### src/hdl/spd_pkg.sv
// shared constants and types of the post-divider channel block
// assumes one 10 MHz clock and byte-wide register access
package spd_pkg;

  // ----------------------------------------------------------------
  // register map (byte addresses, three bytes per control word)
  // ----------------------------------------------------------------
  localparam int unsigned CTRL_W   = 24;     // control word width
  localparam int unsigned NUM_REG  = 4;      // words held here
  localparam int unsigned NUM_CHAN = 3;      // active channels a..c
  localparam int unsigned CNT_W    = 16;     // low field width
  localparam logic [7:0]  SYNTH2_CHAN_D_DIVIDER_CTRL = 8'h00_A1;
  localparam logic [7:0]  SYNTH3_CHAN_A_DIVIDER_CTRL = 8'h00_A4;
  localparam logic [7:0]  SYNTH3_CHAN_B_DIVIDER_CTRL = 8'h00_A7;
  localparam logic [7:0]  SYNTH3_CHAN_C_DIVIDER_CTRL = 8'h00_AA;
  localparam logic [CTRL_W-1:0] CTRL_RESET = 24'h00_0000;

  // ----------------------------------------------------------------
  // field positions of a control word
  // ----------------------------------------------------------------
  localparam int unsigned TYPE_HI  = 23;     // output-type field
  localparam int unsigned TYPE_LO  = 20;
  localparam int unsigned STYLE_B  = 19;     // pulse style bit
  localparam int unsigned POL_B    = 18;     // pulse polarity bit
  localparam int unsigned SEL_HI   = 17;     // reference select
  localparam int unsigned SEL_LO   = 16;
  localparam logic [3:0]  TYPE_SPECIAL = 4'hF;   // all ones
  localparam logic [1:0]  S2D_OWN_CODE = 2'h3;   // chan d own code

  // ----------------------------------------------------------------
  // types
  // ----------------------------------------------------------------
  typedef enum logic [1:0] {
    MODE_DIV,      // regular divided clock
    MODE_LOWFREQ,  // low-frequency clock from base rate
    MODE_FRAME     // frame pulse from a sibling channel
  } spd_mode_e;

  // byte-wide register request
  typedef struct packed {
    logic [7:0] addr;    // byte address
    logic [7:0] wrData;  // write byte
    logic       write;   // write strobe
    logic       read;    // read strobe
  } spd_reg_req_s;

  // divider state
  typedef struct packed {
    logic [CTRL_W-1:0] count;  // ticks in the current half
    logic              level;  // output level
  } spd_div_s;

  // main block state
  typedef struct packed {
    logic [NUM_REG-1:0][CTRL_W-1:0]   ctrl;     // software view
    logic [NUM_REG-1:0][CTRL_W-1:0]   active;   // committed words
    logic [NUM_REG-1:0][2:0]          wrMask;   // bytes written
    logic [7:0]                       rdData;   // read byte
    logic [NUM_CHAN:0]                refLast;  // refs last cycle
    logic [NUM_CHAN-1:0][CNT_W-1:0]   frmCnt;   // ref periods
    logic [NUM_CHAN-1:0]              midPulse; // mid-style pulse
    logic [NUM_CHAN-1:0]              out;      // channel outputs
  } spd_state_s;

endpackage : spd_pkg

### src/hdl/spd_divider.sv
// 50% duty divider counting enable ticks
// assumes tick is a one-cycle enable at the source rate
module spd_divider (
  input  wire logic                      clock,
  input  wire logic                      nrst,
  input  wire logic                      tick,
  input  wire logic [spd_pkg::CTRL_W-1:0] ratio,
  output logic                           level
);

  // ----------------------------------------------------------------
  // state
  // ----------------------------------------------------------------
  spd_pkg::spd_div_s st;       // registered state
  spd_pkg::spd_div_s next_st;  // next state
  logic [spd_pkg::CTRL_W-1:0] lowLen;   // ticks spent low
  logic [spd_pkg::CTRL_W-1:0] highLen;  // ticks spent high
  logic [spd_pkg::CTRL_W-1:0] phaseLen; // length of this half

  // odd ratios give the extra tick to the high half
  assign lowLen   = ratio >> 1;
  assign highLen  = ratio - lowLen;
  assign phaseLen = st.level ? highLen : lowLen;

  // ----------------------------------------------------------------
  // next state
  // ----------------------------------------------------------------
  always_comb begin
    next_st = st;
    if (ratio < 24'h00_0002) begin
      // zero or one cannot be split in halves: hold low
      next_st.count = '0;
      next_st.level = 1'b0;
    end else if (tick) begin
      // a shrunk ratio must not strand the counter
      if (st.count >= phaseLen - 24'h00_0001) begin
        next_st.count = '0;
        next_st.level = ~st.level;
      end else begin
        next_st.count = st.count + 24'h00_0001;
      end
    end
  end

  // register
  always_ff @(posedge clock or negedge nrst) begin
    if (!nrst) begin
      st <= '0;
    end else begin
      st <= next_st;
    end
  end

  assign level = st.level;

endmodule : spd_divider

### src/hdl/spd_post_divider.sv
// post-divider channels a..c of synthesizer 3 and the mode field
// of synthesizer 2 channel d
// assumes synthTick and baseTick are one-cycle enables at the
// synthesizer output and base rates, and chanD3Clock is a level
// synchronous to clock
//
// How it works
// - own-code select gives low-frequency 50% clock
// - other select gives one-ref-period frame pulse
// - non-special type divides by full word
// - low field counts ref periods per frame
// - channel a select map, 00 low-frequency
// - channel b select map, 01 low-frequency
// - channel c select map, 10 low-frequency
// - polarity bit zero positive, one negative
// - style zero mid boundary, one leading
// - pulse bits join ratio outside special type
// - control words read/write, reset zero
// - synth2 channel d code 11 low-frequency
// - low-frequency for 1 Hz, divider above
// - frame reference stays in same synthesizer
module spd_post_divider (
  input  wire logic                  clock,
  input  wire logic                  nrst,
  input  wire spd_pkg::spd_reg_req_s regReq,
  input  wire logic                  synthTick,
  input  wire logic                  baseTick,
  input  wire logic                  chanD3Clock,
  output logic [7:0]                 regRdData,
  output logic [spd_pkg::NUM_CHAN-1:0] chanOut,
  output spd_pkg::spd_mode_e         synth2DMode
);

  // ----------------------------------------------------------------
  // declarations
  // ----------------------------------------------------------------
  spd_pkg::spd_state_s st;       // registered state
  spd_pkg::spd_state_s next_st;  // next state

  // word index 0 is synth2 chan d, 1..3 are synth3 chan a..c
  localparam logic [7:0] REG_BASE [spd_pkg::NUM_REG] = '{
    spd_pkg::SYNTH2_CHAN_D_DIVIDER_CTRL,
    spd_pkg::SYNTH3_CHAN_A_DIVIDER_CTRL,
    spd_pkg::SYNTH3_CHAN_B_DIVIDER_CTRL,
    spd_pkg::SYNTH3_CHAN_C_DIVIDER_CTRL
  };

  logic [spd_pkg::NUM_CHAN-1:0]              divLevel;  // divider outs
  logic [spd_pkg::NUM_CHAN-1:0][23:0]        divRatio;  // ratio used
  logic [spd_pkg::NUM_CHAN-1:0]              divTick;   // rate used
  logic [spd_pkg::NUM_CHAN-1:0]              special;   // type all ones
  spd_pkg::spd_mode_e [spd_pkg::NUM_CHAN-1:0] chanMode; // per channel
  logic [spd_pkg::NUM_CHAN:0]                refNow;    // a,b,c,d now

  // siblings of synthesizer 3 only, d arriving from outside
  assign refNow = {chanD3Clock, st.out};

  // ----------------------------------------------------------------
  // per-channel mode decode and divider
  // ----------------------------------------------------------------
  for (genvar c = 0; c < spd_pkg::NUM_CHAN; c++) begin : gChan
    logic [23:0] word;  // committed control word
    logic [1:0]  sel;   // reference select
    assign word = st.active[c+1];
    assign sel  = word[spd_pkg::SEL_HI:spd_pkg::SEL_LO];
    assign special[c] =
      (word[spd_pkg::TYPE_HI:spd_pkg::TYPE_LO] == spd_pkg::TYPE_SPECIAL);

    // own code equals the channel index: a=00, b=01, c=10
    always_comb begin
      if (!special[c]) begin
        chanMode[c] = spd_pkg::MODE_DIV;
      end else if (sel == 2'(c)) begin
        chanMode[c] = spd_pkg::MODE_LOWFREQ;
      end else begin
        chanMode[c] = spd_pkg::MODE_FRAME;
      end
    end

    // low-frequency mode runs off the base rate and low field,
    // regular mode off the output rate and the whole word
    assign divRatio[c] = special[c] ?
      {8'h00, word[spd_pkg::CNT_W-1:0]} : word;
    assign divTick[c]  = special[c] ? baseTick : synthTick;

    spd_divider uDiv (
      .clock (clock),
      .nrst  (nrst),
      .tick  (divTick[c]),
      .ratio (divRatio[c]),
      .level (divLevel[c])
    );
  end

  // ----------------------------------------------------------------
  // synthesizer 2 channel d: mode field only
  // ----------------------------------------------------------------
  always_comb begin
    if (st.active[0][spd_pkg::TYPE_HI:spd_pkg::TYPE_LO]
        != spd_pkg::TYPE_SPECIAL) begin
      synth2DMode = spd_pkg::MODE_DIV;
    end else if (st.active[0][spd_pkg::SEL_HI:spd_pkg::SEL_LO]
                 == spd_pkg::S2D_OWN_CODE) begin
      synth2DMode = spd_pkg::MODE_LOWFREQ;
    end else begin
      synth2DMode = spd_pkg::MODE_FRAME;
    end
  end

  // ----------------------------------------------------------------
  // next state
  // ----------------------------------------------------------------
  always_comb begin
    logic [7:0]  offs;       // address minus word base
    logic [1:0]  byteSel;    // 0 = msb, 2 = lsb
    logic [2:0]  newMask;    // bytes written incl. this one
    logic [23:0] word;       // committed word of a channel
    logic [1:0]  sel;        // reference select
    logic [15:0] frameLen;   // ref periods per frame
    logic        refRise;    // selected ref rose
    logic        refFall;    // selected ref fell
    logic        pulse;      // pulse before polarity
    offs     = '0;
    byteSel  = '0;
    newMask  = '0;
    word     = '0;
    sel      = '0;
    frameLen = '0;
    refRise  = 1'b0;
    refFall  = 1'b0;
    pulse    = 1'b0;
    next_st  = st;

    // -- register access --------------------------------------
    // reads answer zero unless an address hits a word
    if (regReq.read) begin
      next_st.rdData = 8'h00;
    end
    for (int i = 0; i < spd_pkg::NUM_REG; i++) begin
      offs    = regReq.addr - REG_BASE[i];
      byteSel = offs[1:0];
      if (offs < 8'h03) begin
        // msb at the lowest address of the three
        if (regReq.read) begin
          next_st.rdData =
            st.ctrl[i][(5'd16 - 5'(byteSel) * 5'd8) +: 8];
        end
        if (regReq.write) begin
          next_st.ctrl[i][(5'd16 - 5'(byteSel) * 5'd8) +: 8] =
            regReq.wrData;
          newMask = st.wrMask[i] | (3'b001 << byteSel);
          // half-written words never reach the channel logic,
          // so a reload cannot glitch a running output
          if (newMask == 3'b111) begin
            next_st.active[i] = next_st.ctrl[i];
            next_st.wrMask[i] = 3'b000;
          end else begin
            next_st.wrMask[i] = newMask;
          end
        end
      end
    end

    // -- channel outputs --------------------------------------
    next_st.refLast = refNow;
    for (int c = 0; c < spd_pkg::NUM_CHAN; c++) begin
      word     = st.active[c+1];
      sel      = word[spd_pkg::SEL_HI:spd_pkg::SEL_LO];
      frameLen = word[spd_pkg::CNT_W-1:0];
      // code k picks channel k (a,b,c,d); own code never lands
      // here because it means low-frequency mode
      refRise  = refNow[sel] & ~st.refLast[sel];
      refFall  = ~refNow[sel] & st.refLast[sel];
      if (chanMode[c] != spd_pkg::MODE_FRAME) begin
        // clock modes come straight from the divider
        next_st.out[c]      = divLevel[c];
        next_st.frmCnt[c]   = '0;
        next_st.midPulse[c] = 1'b0;
      end else begin
        if (frameLen == 16'h0000) begin
          // no frame length: pulse stays inactive
          next_st.frmCnt[c]   = '0;
          next_st.midPulse[c] = 1'b0;
        end else begin
          if (refRise) begin
            // frame boundary is the rise that wraps the count
            if (st.frmCnt[c] >= frameLen - 16'h0001) begin
              next_st.frmCnt[c] = '0;
            end else begin
              next_st.frmCnt[c] = st.frmCnt[c] + 16'h0001;
            end
          end
          if (refFall) begin
            // straddles the boundary: from the fall before the
            // wrapping rise to the fall after it
            next_st.midPulse[c] =
              (st.frmCnt[c] == frameLen - 16'h0001);
          end
        end
        if (frameLen == 16'h0000) begin
          pulse = 1'b0;
        end else if (word[spd_pkg::STYLE_B]) begin
          // leading style: one ref period from the boundary rise
          pulse = (next_st.frmCnt[c] == 16'h0000);
        end else begin
          pulse = next_st.midPulse[c];
        end
        next_st.out[c] = pulse ^ word[spd_pkg::POL_B];
      end
    end
  end

  // ----------------------------------------------------------------
  // state register
  // ----------------------------------------------------------------
  always_ff @(posedge clock or negedge nrst) begin
    if (!nrst) begin
      st <= '0;  // every control word starts at zero
    end else begin
      st <= next_st;
    end
  end

  // ----------------------------------------------------------------
  // outputs
  // ----------------------------------------------------------------
  assign regRdData = st.rdData;
  assign chanOut   = st.out;

endmodule : spd_post_divider

### config.mk
export PLATFORM = sky130hd
export DESIGN_NAME = spd_post_divider
export DESIGN_NICKNAME = d
export VERILOG_FILES = /design/src/hdl/spd_pkg.sv /design/src/hdl/spd_divider.sv /design/src/hdl/spd_post_divider.sv
export SDC_FILE = /design/constraint.sdc
export NUM_CORES = 1
export LEC_CHECK = 0
export BUFFER_PORTS_ARGS = -buffer_cell sky130_fd_sc_hd__buf_2
export CAP_MARGIN = 20
export CORE_UTILIZATION = 45
export DETAILED_ROUTE_END_ITERATION = 10
export GPL_ROUTABILITY_DRIVEN = 0
export GPL_TIMING_DRIVEN = 0
export PLACE_DENSITY = 0.65
export SYNTH_ARGS = -nofsm -noshare
export SYNTH_HDL_FRONTEND = slang
export SYNTH_SLANG_ARGS = --single-unit
### constraint.sdc
create_clock -name clock -period 6.85 [get_ports clock]
set_clock_uncertainty 0.15 [all_clocks]
set_input_delay 0.3425 -clock clock [delete_from_list [all_inputs] [get_ports clock]]
set_output_delay 0.3425 -clock clock [all_outputs]
set_load 0.05 [all_outputs]
== After elaboration in Yosys (flattened, before gate mapping) ==
Index checks and enable logic that the tools add are counted.
Word-level totals
  flip-flop bits (word level): 345
  output and inout bits: 13
  input port bits: 23
Operators by class
  mux-type cells: 94
  reduce and logical (&&, ||, !) cells: 24
  $lt $le $gt $ge: 16
  add/subtract/negate cells: 27
  shift operators: 16
  bitwise logic cells: 22
  equal/unequal tests: 17
Operator list (number)
  two-way mux 16 bit: 15
  two-way mux 24 bit: 9
  two-way mux 25 bit: 6
  bitwise mux 24 bit: 4
  logical NOT 16 bit: 6
  variable shift 8 x 7 -> 24 bit (first input constant): 4
  variable part select 24 x 6 -> 8 bit: 4
  variable part select 8 x 7 -> 24 bit: 4
  adder 24 x 1 -> 24 bit (second input constant): 3
  greater-or-equal comparator 24 bit: 3
  < comparator 24 x 2 -> 1 bit (second input constant): 3
  two-way mux 8 bit: 9
  subtractor 24 x 1 -> 24 bit (second input constant): 3
  subtractor 24 x 23 -> 24 bit: 3
  adder 16 x 1 -> 16 bit (second input constant): 3
  == test 16 bit: 3
  greater-or-equal comparator 16 bit: 3
  subtractor 16 x 1 -> 16 bit (second input constant): 3
  two-way mux 1 bit: 33
  < comparator 8 x 2 -> 1 bit (second input constant): 4
  subtractor 8 bit (second input constant): 4
  negation 5 -> 7 bit: 4
  subtractor 5 bit (first input constant): 4
  two-way mux 2 bit: 8
  other kinds (18): 71

== Logic depth before layout (Yosys ltp) ==
  depth in word-level cells: 13
  gate-level depth with buffers: 25

== Hierarchy ==
From an unflattened synthesis, not the netlist that was laid out.
Second synthesis, totals
  cells, all modules: 3250
  area total of the unflattened synthesis: 27609.0 um^2
By module, submodules not included
  spd_post_divider: area an instance 15097.0 um^2, instances 1, cells each 1646
  spd_divider at gChan[0].uDiv ...: area an instance 4066.4 um^2, instances 2, cells each 523
  spd_divider at gChan[1].uDiv: area an instance 4379.2 um^2, instances 1, cells each 558

== Worst setup path before layout ==
No wires, ideal clock.
  path kind: reg-to-reg
  from: register st (netlist bit gChan[1].word[20])
  to: register gChan[1].uDiv.st[14] (netlist name)
  period minus slack after synthesis: 5385 ps
  cell stages (with the launch flop): 25
  path buffers: 3
  slack: 1465 ps
  arrival: 5163 ps
  path through: dfrtp_1 ha_1 nand2_1 clkbuf_1 nand2_1 ha_1 nand2b_1 and3b_1 a2bb2oi_1 nor2_1 a21boi_1 mux2_1 a211oi_1 nand4_1 nor4_4 xor2_1 ha_1 nand4_1 nor2_1 a2111oi_0 o21ai_1 and2_1 buf_2 buf_1 nor2_1
Between the ends
  cells in the longest elaborated chain, start to end: 9
  elaborated cells between the ends (all ways): 12
  classes of those cells: 2 x add/sub; 2 x order compare; 1 x eq/ne; 6 x mux; 1 x reduce/logical
Ends and longest elaborated chain
  start, declared: line spd_post_divider.sv:37  | spd_pkg::spd_state_s st;
  start signal, assigned: line spd_post_divider.sv:220  | st <= next_st;
  == test 4 bit: line spd_post_divider.sv:67  | (word[spd_pkg::TYPE_HI:spd_pkg::TYPE_LO] == spd_pkg::TYPE_SPECIAL);
  two-way mux 24 bit: line spd_post_divider.sv:82  | assign divRatio[c] = special[c] ?
  subtractor 24 x 23 -> 24 bit: line spd_divider.sv:22  | assign highLen = ratio - lowLen;
  two-way mux 24 bit: line spd_divider.sv:23  | assign phaseLen = st.level ? highLen : lowLen;
  subtractor 24 x 1 -> 24 bit: line spd_divider.sv:36  | if (st.count >= phaseLen - 24'h00_0001) begin
  greater-or-equal comparator 24 bit: line spd_divider.sv:36
  two-way mux 24 bit: line spd_divider.sv:36
  two-way mux 25 bit: line spd_divider.sv:34  | end else if (tick) begin
  two-way mux 25 bit: line spd_divider.sv:30  | if (ratio < 24'h00_0002) begin
  end signal, assigned: line spd_divider.sv:50  | st <= next_st;
  end, declared: line spd_divider.sv:14  | spd_pkg::spd_div_s st;
Parallel ways exist; a longest one is shown, timed or not. The select of a mux whose other input is x is not followed.
A chain may end at the register's enable or synchronous reset.

== Worst setup path after layout ==
  from: register st (netlist bit gChan[2].word[2])
  to: register gChan[2].uDiv.st (netlist bit gChan[2].uDiv.level)
Between the ends
  cells in the longest elaborated chain, start to end: 7
  elaborated cells between the ends (all ways): 10
  classes of those cells: 2 x add/sub; 2 x order compare; 3 x mux; 3 x reduce/logical
Ends and longest elaborated chain (line)
  two-way mux 24 bit (*): spd_post_divider.sv:82
  subtractor 24 x 23 -> 24 bit: spd_divider.sv:22
  two-way mux 24 bit: spd_divider.sv:23
  subtractor 24 x 1 -> 24 bit: spd_divider.sv:36
  greater-or-equal comparator 24 bit: spd_divider.sv:36
  nonzero test 2 bit (no line)
  AND reduction 2 bit (no line)
  end signal, assigned: spd_divider.sv:50
  end, declared: spd_divider.sv:14
Every way passes the cells marked *; elsewhere a longest branch is shown, timed or not.

==> flow_summary.json <==
{
  "status": "finished, final reports clean",
  "antenna_found_initial": 0,
  "min_path_cells": 3,
  "drv_cap": 0,
  "setup_viol": 0,
  "synth-edff-count": 0,
  "yosysTopAreaCellShare_pct": 29.96,
  "leakage_nw": 13.62,
  "worstMarginPinSlew_ns": 0.9720,
  "cellInternalPower_mw": 4.049,
  "track_usage_pct": 24.66,
  "swShare_pct": 34.02,
  "fin_util_pct": 50.45,
  "reg2reg_depth": 20,
  "die_x_um": 248.4,
  "critPathMaxFanout": 8,
  "grt_max_degree": 117,
  "initial_core_util_pct": 45.94,
  "grt_pass1_wl_mm": 121.7,
  "ir_drop_uv": 174.7,
  "final_common_cell": "nor2_1",
  "diodes": 0,
  "synth_fp_nets": 3607,
  "die_h_um": 248.4,
  "routed-via-count": 24090,
  "cts_buffers": 40,
  "fmax_mhz": 157.6,
  "netSwitchingPower_mw": 2.088,
  "final_max_slew_viol_count": 0,
  "syn_avg_cell_area_um2": 8.248,
  "cts_setup_buffers": 0,
  "io_buffers": 33,
  "num_io_pins": 36,
  "dp_cells": 4123,
  "yosysSeqAreaShare_pct": 29.96,
  "ys_warn_count": 0,
  "grt_pass1_vias": 22280,
  "clk_pin_slew_ns": 0.06,
  "cp.arrival_ns": 6.69,
  "fp.dieArea_mm2": 0.06169,
  "wl_mm": 76.32,
  "fp-row-count": 89,
  "relSlewSlack_pct": 34.70,
  "drc": 0,
  "seqPwrFrac_pct": 33.8,
  "yosysTopAreaCell": "dfrtp_1",
  "crit_path_end_kind": "flop",
  "p_per_area_mw_per_mm2": 204.5,
  "cts_root_buf": "clkbuf_16",
  "clock_latency_ns": 0.60,
  "wl_per_cell_um": 18.19,
  "finalPower_mw": 6.136,
  "cts.sinks": 327,
  "start_kind": "flop",
  "cts_buffer_depth": 3,
  "cts_tree": "done",
  "stdcell_count": 4195,
  "fillCellCount": 5831,
  "coreArea_mm2": 0.05946,
  "drive_gt1_share_pct": 5.640,
  "min_period_over_period_pct": 92.61,
  "async_reset_ff_share_pct": 100.0,
  "hold_viol": 0,
  "h-tree-depth": 2,
  "grt.overflow.total": 0,
  "synth_cell_types": 102,
  "syn_inst": 3312,
  "fin_crit_ns": 6.344,
  "crit_type": "flop to flop",
  "timing.final.ws_setup_ns": 0.5061,
  "ant_nets": 0,
  "ys_seq_elements": 327,
  "comb_power_share_pct": 29.9,
  "ys.flop_type": "dfrtp_1",
  "drt_pass1_iterations": 8,
  "fin_setup_tns_ns": 0,
  "final_cell_mix": "345 x nor2_1, 340 x nand2_1, 327 x dfrtp_1",
  "required_ns": 7.20,
  "vias_per_cell": 5.743,
  "area_growth_pct": 9.834,
  "nets": 3689,
  "dpl.hpwl_mm": 58.35,
  "place_ws_ns": -0.2540,
  "min_path_type": "input port to flop",
  "drt_iter0_markers": 2003,
  "syn_area_mm2": 0.02732,
  "clock_power_share_pct": 36.4,
  "synth_area_leaders": "dfrtp_1 30%, ha_1 12%, a21oi_1 4.8%, nor2_1 4.7%, xnor2_1 4.7%"
}
==> cells in the mapped netlist, types with 7 or more instances <==
cell type	number
nand2_1	340
o21a_1	23
a211oi_1	27
a21oi_1	261
or3_1	13
and3_1	46
nand3b_1	9
nand3_1	101
nor2_1	345
mux2i_1	63
o211ai_1	21
nor4_1	25
a21boi_0	10
xnor2_1	147
a22oi_1	11
nand2b_1	40
o22ai_1	20
nor3_1	59
mux2_2	9
buf_1	15
o21ai_1	7
o31ai_1	54
a22o_1	16
or4_1	15
xor2_1	97
a31oi_1	20
inv_1	162
a2111oi_0	8
and4_1	8
a211o_1	10
a21o_1	65
dfrtp_1	327
o221ai_1	10
nand4_1	66
clkbuf_1	110
nor2b_1	95
or2_2	9
ha_1	269
o21ai_0	194
o311a_1	7
and2_1	27
buf_4	12
o21bai_1	8
nor3b_1	8
==> flip-flops by register name, indices dropped and copies added, names as in the netlist, named ones only <==
| signal | cells |
|---|---|
| gChan.word | 72 |
| gChan.uDiv.level | 3 |
| st | 151 |
| gChan.uDiv.st | 72 |
| regRdData | 8 |
| chanOut | 3 |
==> metal layers <==
metal / vias up / GRT usage (%) / share of wire [%]
li1: 11940 / - / -
met1: 11420 / 35.65 / 47
met2: 613 / 38.15 / 44
met3: 124 / 2.952 / 5.5
met4: 0 / 7.873 / 3.0
met5: - / 0 / 0
==> kinds of logic after synthesis <==
family | count (synthesis) | share of synthesized area, %
simple gates | 1245 | 22.36
buf+inv | 306 | 4.420
mux | 79 | 3.229
fa+ha+maj | 272 | 12.54
flops | 327 | 29.96
compound gates | 839 | 19.67
xor+xnor | 244 | 7.823
==> worst max-delay path: stages, from the launching register on <==
cell and delay (ns):
dfrtp_1 0.53, inv_1 0.21, ha_1 0.42, nand2b_1 0.20
a211oi_1 0.48, o31ai_2 0.17, xnor2_1 0.15, mux2i_1 0.33
and3_1 0.31, or3b_1 0.43, and4bb_4 0.38, nand4_1 0.11
xnor2_1 0.16, ha_1 0.30, nand4_1 0.16, nor2_1 0.29
nand2_1 0.14, a211o_1 0.28, a31oi_2 0.48, or3b_2 0.48
o21ai_0 0.10
==> final cells by class <==
| class | instances | area [um^2] | area share, % |
|---|---|---|---|
| Buffer | 142 | 594.3 | 1.981 |
| Clock inverter | 16 | 247.7 | 0.8257 |
| Clock buffer | 54 | 1144 | 3.812 |
| Multi-Input combinational cell | 2679 | 17960 | 59.85 |
| Tap cell | 773 | 967.2 | 3.224 |
| Inverter | 163 | 611.8 | 2.039 |
| Sequential cell | 327 | 8183 | 27.27 |
| Timing Repair Buffer | 41 | 299.0 | 0.9967 |
==> path summary, 6_finish.rpt <==
kind / startpoint / end / slack, ns
max in group asynchronous: nrst / st[68] / 5.01
min: regReq[5] / flop / 0.07
max reg2reg: gChan[2].word[2] / gChan[2].uDiv.level / 0.51
max: gChan[2].word[2] / gChan[2].uDiv.level / 0.51
min reg2reg: flop / flop / 0.33
min in group asynchronous: nrst / gChan[2].uDiv.level / 0.13
==> metrics by stage <==
step	hold WS [ns]	area [um^2]
finish	0.07482	30000
detailed placement	0.1400	28550
global placement	0.3100	28450
floorplan	-0.1031	27320
CTS	0.02048	29960
global route	0.07983	30000
==> repair_timing <==
| action | 4_1_cts | 5_1_grt |
|---|---|---|
| gates resized for setup | 2 | 9 |
| setup endpoints to repair | 11 | 50 |
| cloned | 0 | 0 |
| hold buffers | 2 | 0 |
| endpoints found under the hold margin | 110 | 0 |
==> power by group through the flow <==
stage	Combinational, mW	Sequential, mW	Clock [mW]
global route	2.08	2.08	2.35
floorplan	1.40	2.08	0
CTS	1.83	2.07	2.28
global placement	1.79	2.10	0
finish	1.83	2.07	2.23
detailed placement	1.82	2.10	0
No activity file was read; power rests on OpenSTA's default activity.
